### src/shared/adc_pkg.sv
package adc_pkg;

  ////////////////////////////////////////////////////////////////////////////////
  // Register offsets (byte addresses on the peripheral bus).
  localparam logic [7:0] RESULT_OFS = 8'h00;
  localparam logic [7:0] CONTROL_OFS = 8'h20;
  localparam logic [7:0] CHAN_EN_OFS = 8'h24;
  localparam logic [7:0] STATUS_OFS = 8'h30;
  localparam logic [7:0] IRQ_MASK_OFS = 8'h34;

  ////////////////////////////////////////////////////////////////////////////////
  // Field positions.
  localparam int RES_LSB = 0;
  localparam int RES_MSB = 9;
  localparam int RES_OVERRUN = 16;
  localparam int RES_VALID = 17;
  localparam int CTL_POWER = 0;
  localparam int CTL_IRQ_EN = 1;
  localparam int CTL_SRC_LSB = 4;
  localparam int CTL_SRC_MSB = 5;
  localparam int CTL_EDGE = 6;
  localparam int CTL_TRIG_EN = 8;
  localparam int CTL_START = 11;
  localparam int STS_END = 0;
  localparam int STS_OVERRUN = 1;
  localparam int STS_W = 2;
  localparam int CHAN_N = 8;
  localparam int CHAN_W = 3;
  localparam int RES_W = 10;

  ////////////////////////////////////////////////////////////////////////////////
  // Codes and reset values.
  localparam logic [1:0] SRC_PIN = 2'h0;
  localparam logic [1:0] SRC_PWM = 2'h3;
  localparam logic [31:0] ZERO_WORD = 32'h0000_0000;
  localparam logic [STS_W-1:0] MASK_RESET = 2'h3;
  localparam logic [CHAN_N-1:0] CHAN_EN_RESET = 8'h00;

  ////////////////////////////////////////////////////////////////////////////////
  // Timing.
  localparam int CLK_PERIOD_NS = 20;
  localparam int PIN_STABLE_NS = 80;
  localparam int PIN_STABLE_CYC = (PIN_STABLE_NS + CLK_PERIOD_NS - 1) / CLK_PERIOD_NS;

  typedef struct packed {
    logic start;
    logic trig_en;
    logic edge_rise;
    logic [1:0] src;
    logic irq_en;
    logic power;
  } control_s;

  typedef struct packed {
    logic valid;
    logic overrun;
    logic [RES_W-1:0] value;
  } result_s;

  typedef enum logic {CONV_IDLE, CONV_BUSY} conv_state_e;

endpackage

### src/core/start_pin_filter.sv
`timescale 1ns/1ns
module start_pin_filter (
  // Clock and reset
  input wire logic pclk,
  input wire logic presetn,
  // Raw pin level
  input wire logic pin_in,
  // Qualified edges, one cycle each
  output logic rise_q,
  output logic fall_q
);

  logic [7:0] cnt_q;
  logic level_q;
  logic seeded_q;
  logic qualify;
  logic seed_done;
  logic restart;

  localparam logic [7:0] STABLE_LAST = 8'(adc_pkg::PIN_STABLE_CYC - 1);

  // Before seeding the counter times how long the pin has matched level_q; afterwards how long it has differed.
  assign qualify = seeded_q && (pin_in != level_q) && (cnt_q == STABLE_LAST);
  assign seed_done = !seeded_q && (pin_in == level_q) && (cnt_q == STABLE_LAST);
  assign restart = ((pin_in == level_q) == seeded_q) || qualify || seed_done;

  // A level only counts once it has held for the full minimum; once seeded, shorter pulses never move level_q.
  always_ff @(posedge pclk or negedge presetn) begin
    if (!presetn) begin
      cnt_q <= 8'h00;
    end else if (restart) begin
      cnt_q <= 8'h00;
    end else begin
      cnt_q <= cnt_q + 8'h01;
    end
  end

  // The level after reset only seeds the filter, so whatever the pin idles at is never taken as an edge.
  always_ff @(posedge pclk or negedge presetn) begin
    if (!presetn) begin
      level_q <= 1'b0;
      seeded_q <= 1'b0;
      rise_q <= 1'b0;
      fall_q <= 1'b0;
    end else begin
      rise_q <= qualify && pin_in;
      fall_q <= qualify && !pin_in;
      if (qualify || !seeded_q) begin
        level_q <= pin_in;
      end
      if (seed_done) begin
        seeded_q <= 1'b1;
      end
    end
  end

endmodule

### src/core/adc_control_data_regs.sv
`timescale 1ns/1ns
module adc_control_data_regs (
  // Clock and reset
  input wire logic pclk,
  input wire logic presetn,
  // APB slave
  input wire logic psel,
  input wire logic penable,
  input wire logic pwrite,
  input wire logic [7:0] paddr,
  input wire logic [31:0] pwdata,
  output logic [31:0] prdata_q,
  output logic pready_q,
  output logic pslverr_q,
  // Trigger inputs
  input wire logic external_start_pin,
  input wire logic pwm_trigger,
  // Analog converter
  input wire logic conv_done,
  input wire logic [9:0] conv_data,
  output logic converter_power_q,
  output logic conv_run_q,
  output logic [2:0] conv_channel_q,
  // Interrupt
  output logic irq_q
);

  ////////////////////////////////////////////////////////////////////////////////
  // Helpers.

  function automatic logic hit(input logic [7:0] addr, input logic [7:0] ofs);
    hit = (addr == ofs);
  endfunction

  function automatic logic [adc_pkg::CHAN_W-1:0] lowest_channel(input logic [adc_pkg::CHAN_N-1:0] en);
    logic [adc_pkg::CHAN_W-1:0] pick;
    pick = '0;
    for (int i = adc_pkg::CHAN_N - 1; i >= 0; i--) begin
      if (en[i]) begin
        pick = adc_pkg::CHAN_W'(i);
      end
    end
    lowest_channel = pick;
  endfunction

  function automatic logic mapped(input logic [7:0] addr);
    mapped = hit(addr, adc_pkg::RESULT_OFS) || hit(addr, adc_pkg::CONTROL_OFS) ||
             hit(addr, adc_pkg::CHAN_EN_OFS) || hit(addr, adc_pkg::STATUS_OFS) ||
             hit(addr, adc_pkg::IRQ_MASK_OFS);
  endfunction

  ////////////////////////////////////////////////////////////////////////////////
  // State.

  adc_pkg::control_s ctrl_q;
  adc_pkg::result_s result_q;
  adc_pkg::conv_state_e state_q;
  logic [adc_pkg::CHAN_N-1:0] chan_en_q;
  logic [adc_pkg::STS_W-1:0] status_q;
  logic [adc_pkg::STS_W-1:0] mask_q;
  logic pin_rise;
  logic pin_fall;

  logic take;
  logic xfer;
  logic wr;
  logic rd_result;
  logic wr_ctrl;
  logic pin_edge;
  logic hw_trig;
  logic completion;
  logic overrun_now;
  logic [adc_pkg::STS_W-1:0] sts_events;
  logic [adc_pkg::STS_W-1:0] irq_gate;
  logic [31:0] read_word;

  ////////////////////////////////////////////////////////////////////////////////
  // Bus decode.

  // Every access waits one cycle; the register read and its side effects happen on the first access edge.
  assign take = psel && penable && !pready_q;
  assign xfer = psel && penable && pready_q;
  assign wr = xfer && pwrite && mapped(paddr);
  assign wr_ctrl = wr && hit(paddr, adc_pkg::CONTROL_OFS);
  // The clear-on-read acts on the edge that samples prdata, so a result landing later is never lost.
  assign rd_result = take && !pwrite && hit(paddr, adc_pkg::RESULT_OFS);

  always_comb begin
    read_word = adc_pkg::ZERO_WORD;
    if (hit(paddr, adc_pkg::RESULT_OFS)) begin
      read_word[adc_pkg::RES_MSB:adc_pkg::RES_LSB] = result_q.value;
      read_word[adc_pkg::RES_VALID] = result_q.valid;
      read_word[adc_pkg::RES_OVERRUN] = result_q.overrun;
    end else if (hit(paddr, adc_pkg::CONTROL_OFS)) begin
      read_word[adc_pkg::CTL_POWER] = ctrl_q.power;
      read_word[adc_pkg::CTL_IRQ_EN] = ctrl_q.irq_en;
      read_word[adc_pkg::CTL_SRC_MSB:adc_pkg::CTL_SRC_LSB] = ctrl_q.src;
      read_word[adc_pkg::CTL_EDGE] = ctrl_q.edge_rise;
      read_word[adc_pkg::CTL_TRIG_EN] = ctrl_q.trig_en;
      read_word[adc_pkg::CTL_START] = ctrl_q.start;
    end else if (hit(paddr, adc_pkg::CHAN_EN_OFS)) begin
      read_word[adc_pkg::CHAN_N-1:0] = chan_en_q;
    end else if (hit(paddr, adc_pkg::STATUS_OFS)) begin
      read_word[adc_pkg::STS_W-1:0] = status_q;
    end else if (hit(paddr, adc_pkg::IRQ_MASK_OFS)) begin
      read_word[adc_pkg::STS_W-1:0] = mask_q;
    end
  end

  always_ff @(posedge pclk or negedge presetn) begin
    if (!presetn) begin
      pready_q <= 1'b0;
      pslverr_q <= 1'b0;
      prdata_q <= adc_pkg::ZERO_WORD;
    end else begin
      pready_q <= take;
      pslverr_q <= take && !mapped(paddr);
      if (take && !pwrite) begin
        prdata_q <= read_word;
      end
    end
  end

  ////////////////////////////////////////////////////////////////////////////////
  // Triggers.

  start_pin_filter u_pin (
    .pclk(pclk),
    .presetn(presetn),
    .pin_in(external_start_pin),
    .rise_q(pin_rise),
    .fall_q(pin_fall)
  );

  assign pin_edge = ctrl_q.edge_rise ? pin_rise : pin_fall;
  // Reserved source codes select nothing, so they can never start a conversion.
  assign hw_trig = ctrl_q.trig_en &&
                   (((ctrl_q.src == adc_pkg::SRC_PIN) && pin_edge) ||
                    ((ctrl_q.src == adc_pkg::SRC_PWM) && pwm_trigger));

  ////////////////////////////////////////////////////////////////////////////////
  // Control register.

  always_ff @(posedge pclk or negedge presetn) begin
    if (!presetn) begin
      ctrl_q <= '0;
    end else begin
      if (wr_ctrl) begin
        ctrl_q.power <= pwdata[adc_pkg::CTL_POWER];
        ctrl_q.irq_en <= pwdata[adc_pkg::CTL_IRQ_EN];
        ctrl_q.src <= pwdata[adc_pkg::CTL_SRC_MSB:adc_pkg::CTL_SRC_LSB];
        ctrl_q.edge_rise <= pwdata[adc_pkg::CTL_EDGE];
        ctrl_q.trig_en <= pwdata[adc_pkg::CTL_TRIG_EN];
      end
      // A trigger in the same cycle as completion or a software clear wins and starts again.
      if (hw_trig) begin
        ctrl_q.start <= 1'b1;
      end else if (completion) begin
        ctrl_q.start <= 1'b0;
      end else if (wr_ctrl) begin
        ctrl_q.start <= pwdata[adc_pkg::CTL_START];
      end
    end
  end

  always_ff @(posedge pclk or negedge presetn) begin
    if (!presetn) begin
      chan_en_q <= adc_pkg::CHAN_EN_RESET;
      mask_q <= adc_pkg::MASK_RESET;
    end else if (wr) begin
      if (hit(paddr, adc_pkg::CHAN_EN_OFS)) begin
        chan_en_q <= pwdata[adc_pkg::CHAN_N-1:0];
      end
      if (hit(paddr, adc_pkg::IRQ_MASK_OFS)) begin
        mask_q <= pwdata[adc_pkg::STS_W-1:0];
      end
    end
  end

  ////////////////////////////////////////////////////////////////////////////////
  // Conversion sequencer.

  assign completion = (state_q == adc_pkg::CONV_BUSY) && conv_done && ctrl_q.start && ctrl_q.power;

  always_ff @(posedge pclk or negedge presetn) begin
    if (!presetn) begin
      state_q <= adc_pkg::CONV_IDLE;
      conv_run_q <= 1'b0;
      conv_channel_q <= '0;
      converter_power_q <= 1'b0;
    end else begin
      converter_power_q <= ctrl_q.power;
      case (state_q)
        adc_pkg::CONV_IDLE: begin
          if (ctrl_q.start && ctrl_q.power) begin
            state_q <= adc_pkg::CONV_BUSY;
            conv_run_q <= 1'b1;
            conv_channel_q <= lowest_channel(chan_en_q);
          end
        end
        adc_pkg::CONV_BUSY: begin
          // Dropping start or power abandons the conversion with no result.
          if (!ctrl_q.start || !ctrl_q.power || completion) begin
            state_q <= adc_pkg::CONV_IDLE;
            conv_run_q <= 1'b0;
          end
        end
        default: begin
          state_q <= adc_pkg::CONV_IDLE;
          conv_run_q <= 1'b0;
        end
      endcase
    end
  end

  ////////////////////////////////////////////////////////////////////////////////
  // Result register.

  assign overrun_now = completion && result_q.valid && !rd_result;

  always_ff @(posedge pclk or negedge presetn) begin
    if (!presetn) begin
      result_q <= '0;
    end else if (completion) begin
      result_q.value <= conv_data;
      result_q.valid <= 1'b1;
      result_q.overrun <= overrun_now;
    end else if (rd_result) begin
      result_q.valid <= 1'b0;
      result_q.overrun <= 1'b0;
    end
  end

  ////////////////////////////////////////////////////////////////////////////////
  // Status and interrupt.

  assign sts_events[adc_pkg::STS_END] = completion;
  assign sts_events[adc_pkg::STS_OVERRUN] = overrun_now;

  // Write-one-to-clear; a new event in the clearing cycle keeps its bit set.
  always_ff @(posedge pclk or negedge presetn) begin
    if (!presetn) begin
      status_q <= '0;
    end else if (wr && hit(paddr, adc_pkg::STATUS_OFS)) begin
      status_q <= (status_q & ~pwdata[adc_pkg::STS_W-1:0]) | sts_events;
    end else begin
      status_q <= status_q | sts_events;
    end
  end

  assign irq_gate[adc_pkg::STS_END] = ctrl_q.irq_en;
  assign irq_gate[adc_pkg::STS_OVERRUN] = 1'b1;

  always_ff @(posedge pclk or negedge presetn) begin
    if (!presetn) begin
      irq_q <= 1'b0;
    end else begin
      irq_q <= |(status_q & mask_q & irq_gate);
    end
  end
endmodule

### config.mk
export PLATFORM = sky130hd
export DESIGN_NAME = adc_control_data_regs
export DESIGN_NICKNAME = d
export VERILOG_FILES = /design/src/shared/adc_pkg.sv /design/src/core/start_pin_filter.sv /design/src/core/adc_control_data_regs.sv
export SDC_FILE = /design/constraint.sdc
export NUM_CORES = 1
export LEC_CHECK = 0
export BUFFER_PORTS_ARGS = -buffer_cell sky130_fd_sc_hd__buf_4
export CAP_MARGIN = 10
export CORE_UTILIZATION = 40
export CTS_CLUSTER_DIAMETER = 200
export DETAILED_ROUTE_END_ITERATION = 10
export GPL_TIMING_DRIVEN = 0
export PLACE_DENSITY = 0.76
export SLEW_MARGIN = 10
export SYNTH_ARGS = -nofsm -noshare
export SYNTH_HDL_FRONTEND = slang
export SYNTH_SLANG_ARGS = --single-unit
### constraint.sdc
create_clock -name pclk -period 2.5 [get_ports pclk]
set_input_delay 0.25 -clock pclk [delete_from_list [all_inputs] [get_ports pclk]]
set_output_delay 0.25 -clock pclk [all_outputs]
set_load 0.005 [all_outputs]
# == After elaboration in Yosys (flattened, before gate mapping) ==
# Cells that the tools add are included.
# word_totals
ff_bits,65
inputBits,58
# op_classes
reduce_logical,52
bitwise,7
n_eq_ne,11
n_addsub,1
mux,36
# ops
operator,n
"equality test 8 x 6 -> 1 bit, second input constant",4
2-to-1 mux 3 bit,9
logical AND 1 bit,25
2-to-1 mux 2 bit,9
2-to-1 mux 1 bit,13
logical OR 1 bit,10
2-to-1 mux 9 bit,1
"adder 8 x 1 -> 8 bit, second input constant",1
"equality test 8 x 2 -> 1 bit, second input constant",1
logical NOT 1 bit,8
logical NOT 8 bit,1
2-to-1 mux 8 bit,1
AND reduction 2 bit,4
AND 2 bit,3
2-to-1 mux 6 bit,1
OR 2 bit,2
case mux 1 bit (2 select lines),2
nonzero test 3 bit,1
equality test 1 bit,2
"equality test 2 bit, second input constant",1
logical NOT 2 bit,1
"!= test 2 x 1 -> 1 bit, second input constant",1
"!= test 2 bit, second input constant",1
inverter 2 bit,1
other kinds (4),4

# == Depth between registers and ports, before layout ==
# logic_depth
ltp_word,10
ltp_mapped,5
depth_no_buf,5

# == Cells and area by module ==
# From an unflattened synthesis, not the netlist that was laid out.
# unflattened
cells_unflattened,276
hier_area_um2,3051.7
# by_module_without_submodules
module,cells_per_inst,area_per_inst_um2,n_inst
adc_control_data_regs,227,2493.6,1
start_pin_filter,49,558.0,1

# == Worst setup path before layout ==
# Ideal clock, no wire load.
# synth_timing
path_kind,input to register
startpoint,input paddr[7]
endpoint,register chan_en_q[0] in the netlist's numbering
n_path_buf,2
path_stages,5
path_slack_ps,685
arrival_time_ps,1690
path_cell_list,or4b_1 > buf_2 > or3_1 > buf_6 > mux2_4
# synth_via
elab_chain_cells,7
elab_cells_between_ends,11
cone_classes,4 x eq/ne; 7 x reduce/logical
# synth_lines
item,line,text
start: declaration,adc_control_data_regs.sv:10,"input wire logic [7:0] paddr,"
equality test 8 x 6 -> 1 bit / logical NOT 8 bit (equally long branches),adc_control_data_regs.sv:32,hit = (addr == ofs);
logical OR 1 bit (2 in series),adc_control_data_regs.sv:47,"mapped = hit(addr, adc_pkg::RESULT_OFS) || hit(addr, adc_pkg::CONTROL_OFS) ||"
logical OR 1 bit (2 in series),adc_control_data_regs.sv:48,"hit(addr, adc_pkg::CHAN_EN_OFS) || hit(addr, adc_pkg::STATUS_OFS) ||"
logical AND 1 bit,adc_control_data_regs.sv:83,assign wr = xfer && pwrite && mapped(paddr);
AND reduction 2 bit (no source line) (*),--,
end signal: assignment,adc_control_data_regs.sv:168,chan_en_q <= adc_pkg::CHAN_EN_RESET;
end signal: assignment,adc_control_data_regs.sv:172,chan_en_q <= pwdata[adc_pkg::CHAN_N-1:0];
end: declaration,adc_control_data_regs.sv:58,logic [adc_pkg::CHAN_N-1:0] chan_en_q;
# Mark *: on every way between the ends. The rest lies on a longest branch, timed or not.
# A chain may end at the register's enable or synchronous reset.

# == Worst setup path after layout ==
# layout_timing
startpoint,register pready_q
endpoint,register status_q[1] in the netlist's numbering
# layout_via
elab_chain_cells,8
elab_cells_between_ends,13
cone_classes,1 x mux; 2 x bitwise; 10 x reduce/logical
# layout_lines
item,line,text
start: declaration,adc_control_data_regs.sv:13,"output logic pready_q,"
start signal: assignment,adc_control_data_regs.sv:116,pready_q <= take;
logical NOT 1 bit,adc_control_data_regs.sv:81,assign take = psel && penable && !pready_q;
logical AND 1 bit,adc_control_data_regs.sv:81,
logical AND 1 bit (2 in series),adc_control_data_regs.sv:86,"assign rd_result = take && !pwrite && hit(paddr, adc_pkg::RESULT_OFS);"
logical NOT 1 bit,adc_control_data_regs.sv:219,assign overrun_now = completion && result_q.valid && !rd_result;
logical AND 1 bit,adc_control_data_regs.sv:219,
OR 2 bit (on tied branches),"adc_control_data_regs.sv:247, adc_control_data_regs.sv:245",
2-to-1 mux 2 bit (*),adc_control_data_regs.sv:244,"end else if (wr && hit(paddr, adc_pkg::STATUS_OFS)) begin"
end signal: assignment,adc_control_data_regs.sv:245,status_q <= (status_q & ~pwdata[adc_pkg::STS_W-1:0]) | sts_events;
end signal: assignment,adc_control_data_regs.sv:247,status_q <= status_q | sts_events;
end: declaration,adc_control_data_regs.sv:59,logic [adc_pkg::STS_W-1:0] status_q;
# Marked as above.

==> metrics.md <==
| Metric | Value |
|---|---|
| Post-Route WL | `just under 7 mm` |
| Type of the worst setup path | `reg -> reg` |
| Post-synth EDFFs | `0` |
| Post-CTS setup buffers | `0` |
| Ys async rst share | `100%` |
| Sw Share | `27.3%` |
| N_diodes | `0` |
| Root Driver | `clkbuf_8` |
| CTS Buf Count | `9` |
| Required @ worst endpoint | `approximately 2.7 ns` |
| Hold_buf cts | `0` |
| Startpoint Class | `flop` |
| Critical Path End Type | `flop` |
| Clk pwr share | `a little over a third` |
| Largest net degree at the start of global routing | `66` |
| Worst-Skew Late Latency | `approximately 0.34 ns` |
| Hold Vio Cnt, Final | `0` |
| Sequential fraction of the synthesis area | `between 50% and 60%` |
| Initial antenna violation count | `0` |
| P_sw | `0.000612 W` |
| Starting Density | `between 40% and 50%` |
| Routed length per instance | `13.8 um` |
| Vias in the first global route | `about 2.3k` |
| Max Slew Vio Count | `0` |
| Comb pwr share | `between 10% and 20%` |
| DP Area | `around 3700 um2` |
| # setup viols final | `0` |
| Worst relative slew slack | `about a fifth` |
| Ys flop type | `dfrtp_1` |
| Netlist Area Pre-Place | `roughly 3100 um2` |
| Height of the die | `about 90 um` |
| Fill count | `~680` |
| Cell variety after synth | `50` |
| Cell count after synthesis | `roughly 300` |
| Detailed Place HPWL | `between 5 and 6 mm` |
| Synthesis-to-layout area growth | `25.5%` |
| Period utilisation layout | `between 70% and 80%` |
| Clk sinks | `65` |
| Buffers on Ports | `56` |
| Post-route setup TNS | `0 ns` |
| Design Area, Final | `3870 um2` |
| Final Net Count | `between 400 and 500` |
| Fin Hold WS | `0.00111 ns` |
| Grt ovf | `0` |
| Unrepaired setup endpoints after global routing | `false` |
| Crit-path max FO | `9` |
| Pleak | `slightly below 2 nW` |
| Vias | `2403` |
| First-pass GRT wire length | `11.2 mm` |
| Vias/cell | `between 4 and 5` |
| CORE AREA | `~7300 um2` |
| Layout Skew | `roughly 0.014 ns` |
| H-tree Lvls | `3` |
| Max clock buf depth | `2` |
| Post-route DRC violation count | `0` |
| Min Tclk post-route | `1.95 ns` |
| Status | `completed` |
| Cell-internal power | `about 0.0016 W` |
| Area of the die | `8060 um2` |
| Maxcap violations | `0` |
| Post_cts resized | `0` |
| Avg Synthesized Cell Area | `between 10 and 15 um2` |
| CTS tree | `done` |
| Clk pin slew, worst setup/hold paths | `approximately 0.07 ns` |
| Reg power frac | `between 50% and 60%` |
| Die width | `roughly 90 um` |
| Yosys synthesis warning count | `0` |
| # IOs | `a little under 100` |
| Antenna-violating nets left | `0` |
| Max frequency | `between 500 and 600 MHz` |
| Layout cells sized above 1 | `slightly below 30%` |
| Data arrival, critical path | `2.19 ns` |
| PD cells | `580 nW/um2` |
| Worst-Margin Slew | `between 1 and 1.5 ns` |
| Yosys reg bits | `65` |
| First-pass DRT Iterations | `4` |
| Max VDD drop | `0.500 mV` |
| Row cnt | `31` |
| Total GRT Usage | `about 18%` |
| Detailed Route Iter0 Violations | `between 100 and 150` |
| Hold crit path type | `in -> async` |
| Routability cong. | `0.842` |
flip-flops by register name (all words and copies together), names as in the netlist, 2 cells and up:
signal / count
prdata_q: 13
result_q: 12
chan_en_q: 8
u_pin.cnt_q: 8
ctrl_q: 7
conv_channel_q: 3
mask_q: 2
status_q: 2
critical path, cell delays in order, from the launching register on:
cell and delay, ns:
dfrtp_1 0.41, nor3_1 0.95, nand2_1 0.16, a32o_1 0.31
final timing paths:
check / end / start / slack, ns / cells after the start
max: status_q[1] / pready_q / 0.55 / 3
min: u_pin.cnt_q[7] / presetn / 0.001 / 1
min reg2reg: result_q[9] / result_q[9] / 0.48 / 2
max reg2reg: status_q[1] / pready_q / 0.55 / 3
min in group pclk: result_q[0] / conv_data[0] / 0.10 / 3
max in group asynchronous: conv_channel_q[2] / presetn / 1.99 / 1
layout by cell type, fill, tap and decap left out, types with 3 or more instances in the layout:
cell type,n
nand3_1,11
mux2_4,8
xor2_1,6
nor3_1,10
clkbuf_1,8
buf_4,75
and3_1,3
a21oi_1,13
a21o_1,3
conb_1,19
mux2i_1,6
dfrtp_1,63
o21ai_0,9
nand2_1,58
clkbuf_8,10
o41ai_1,4
mux2_2,9
inv_1,4
o22ai_1,3
nor2_1,16
or3_1,5
through the flow:
stage	worst slack (ns)	utilization (%)	std cells	power, W
2_1_floorplan	0.685	-	316	0.00133
3_3_place_gp	0.404	50.4	471	0.00145
3_5_place_dp	0.428	50.4	471	0.00147
4_1_cts	0.620	52.8	487	0.00225
5_1_grt	0.390	52.8	487	0.00235
6_report	0.547	52.8	487	0.00224
cell usage after synthesis, drive strengths merged, types with 3 or more instances:
library cell	n	area [um2]
nand2	58	218
or3	5	31.3
nor3	11	60.1
o21ai	9	45.0
dfrtp	63	1580
xor2	6	52.6
nand3	11	55.1
buf	22	164
clkbuf	6	22.5
o41ai	4	35.0
nor2	16	60.1
and3	3	18.8
inv	4	15.0
o22ai	3	18.8
mux2	17	221
a21o	3	22.5
mux2i	6	60.1
a21oi	13	65.1
power groups by stage:
stage                     Combinational [W]  Sequential, W  Clock [W]
after global placement             0.000291        0.00116          0
after detailed placement           0.000306        0.00116          0
after floorplan                    0.000170        0.00116          0
after global routing               0.000335        0.00115   0.000860
final                              0.000304        0.00114   0.000793
after CTS                          0.000307        0.00114   0.000800
per-layer routing:
metal	part of all wire (%)	vias up	global-route usage, %
li1	-	1178	-
met1	44	1145	22.4
met2	48	74	28.1
met3	7.0	6	6.26
met4	0.91	0	4.92
met5	0	-	0
layout make-up:
type                       instances  area, um2  share of cell area, %
buffer                            28        186                   4.82
clock buffer                      12        145                   3.75
clock inverter                     4       28.8                  0.744
inverter                           4       15.0                  0.388
multi-input combinational        219       1320                   34.1
sequential                        65       1630                   42.1
tap                               99        124                   3.20
timing repair buffer              56        420                   10.9
cells by family (layout without fill, tap and decap cells):
kind of cell	after synthesis	count (layout)	share of synthesized area (%)
flops	65	65	52.9
compound gates	44	44	9.22
fa+ha+maj	1	1	0.406
mux	23	23	9.14
xor+xnor	8	8	2.27
other cells	1	19	0.122
buf+inv	32	104	6.54
simple gates	124	124	19.4
Power figures use the tool's default switching activity.
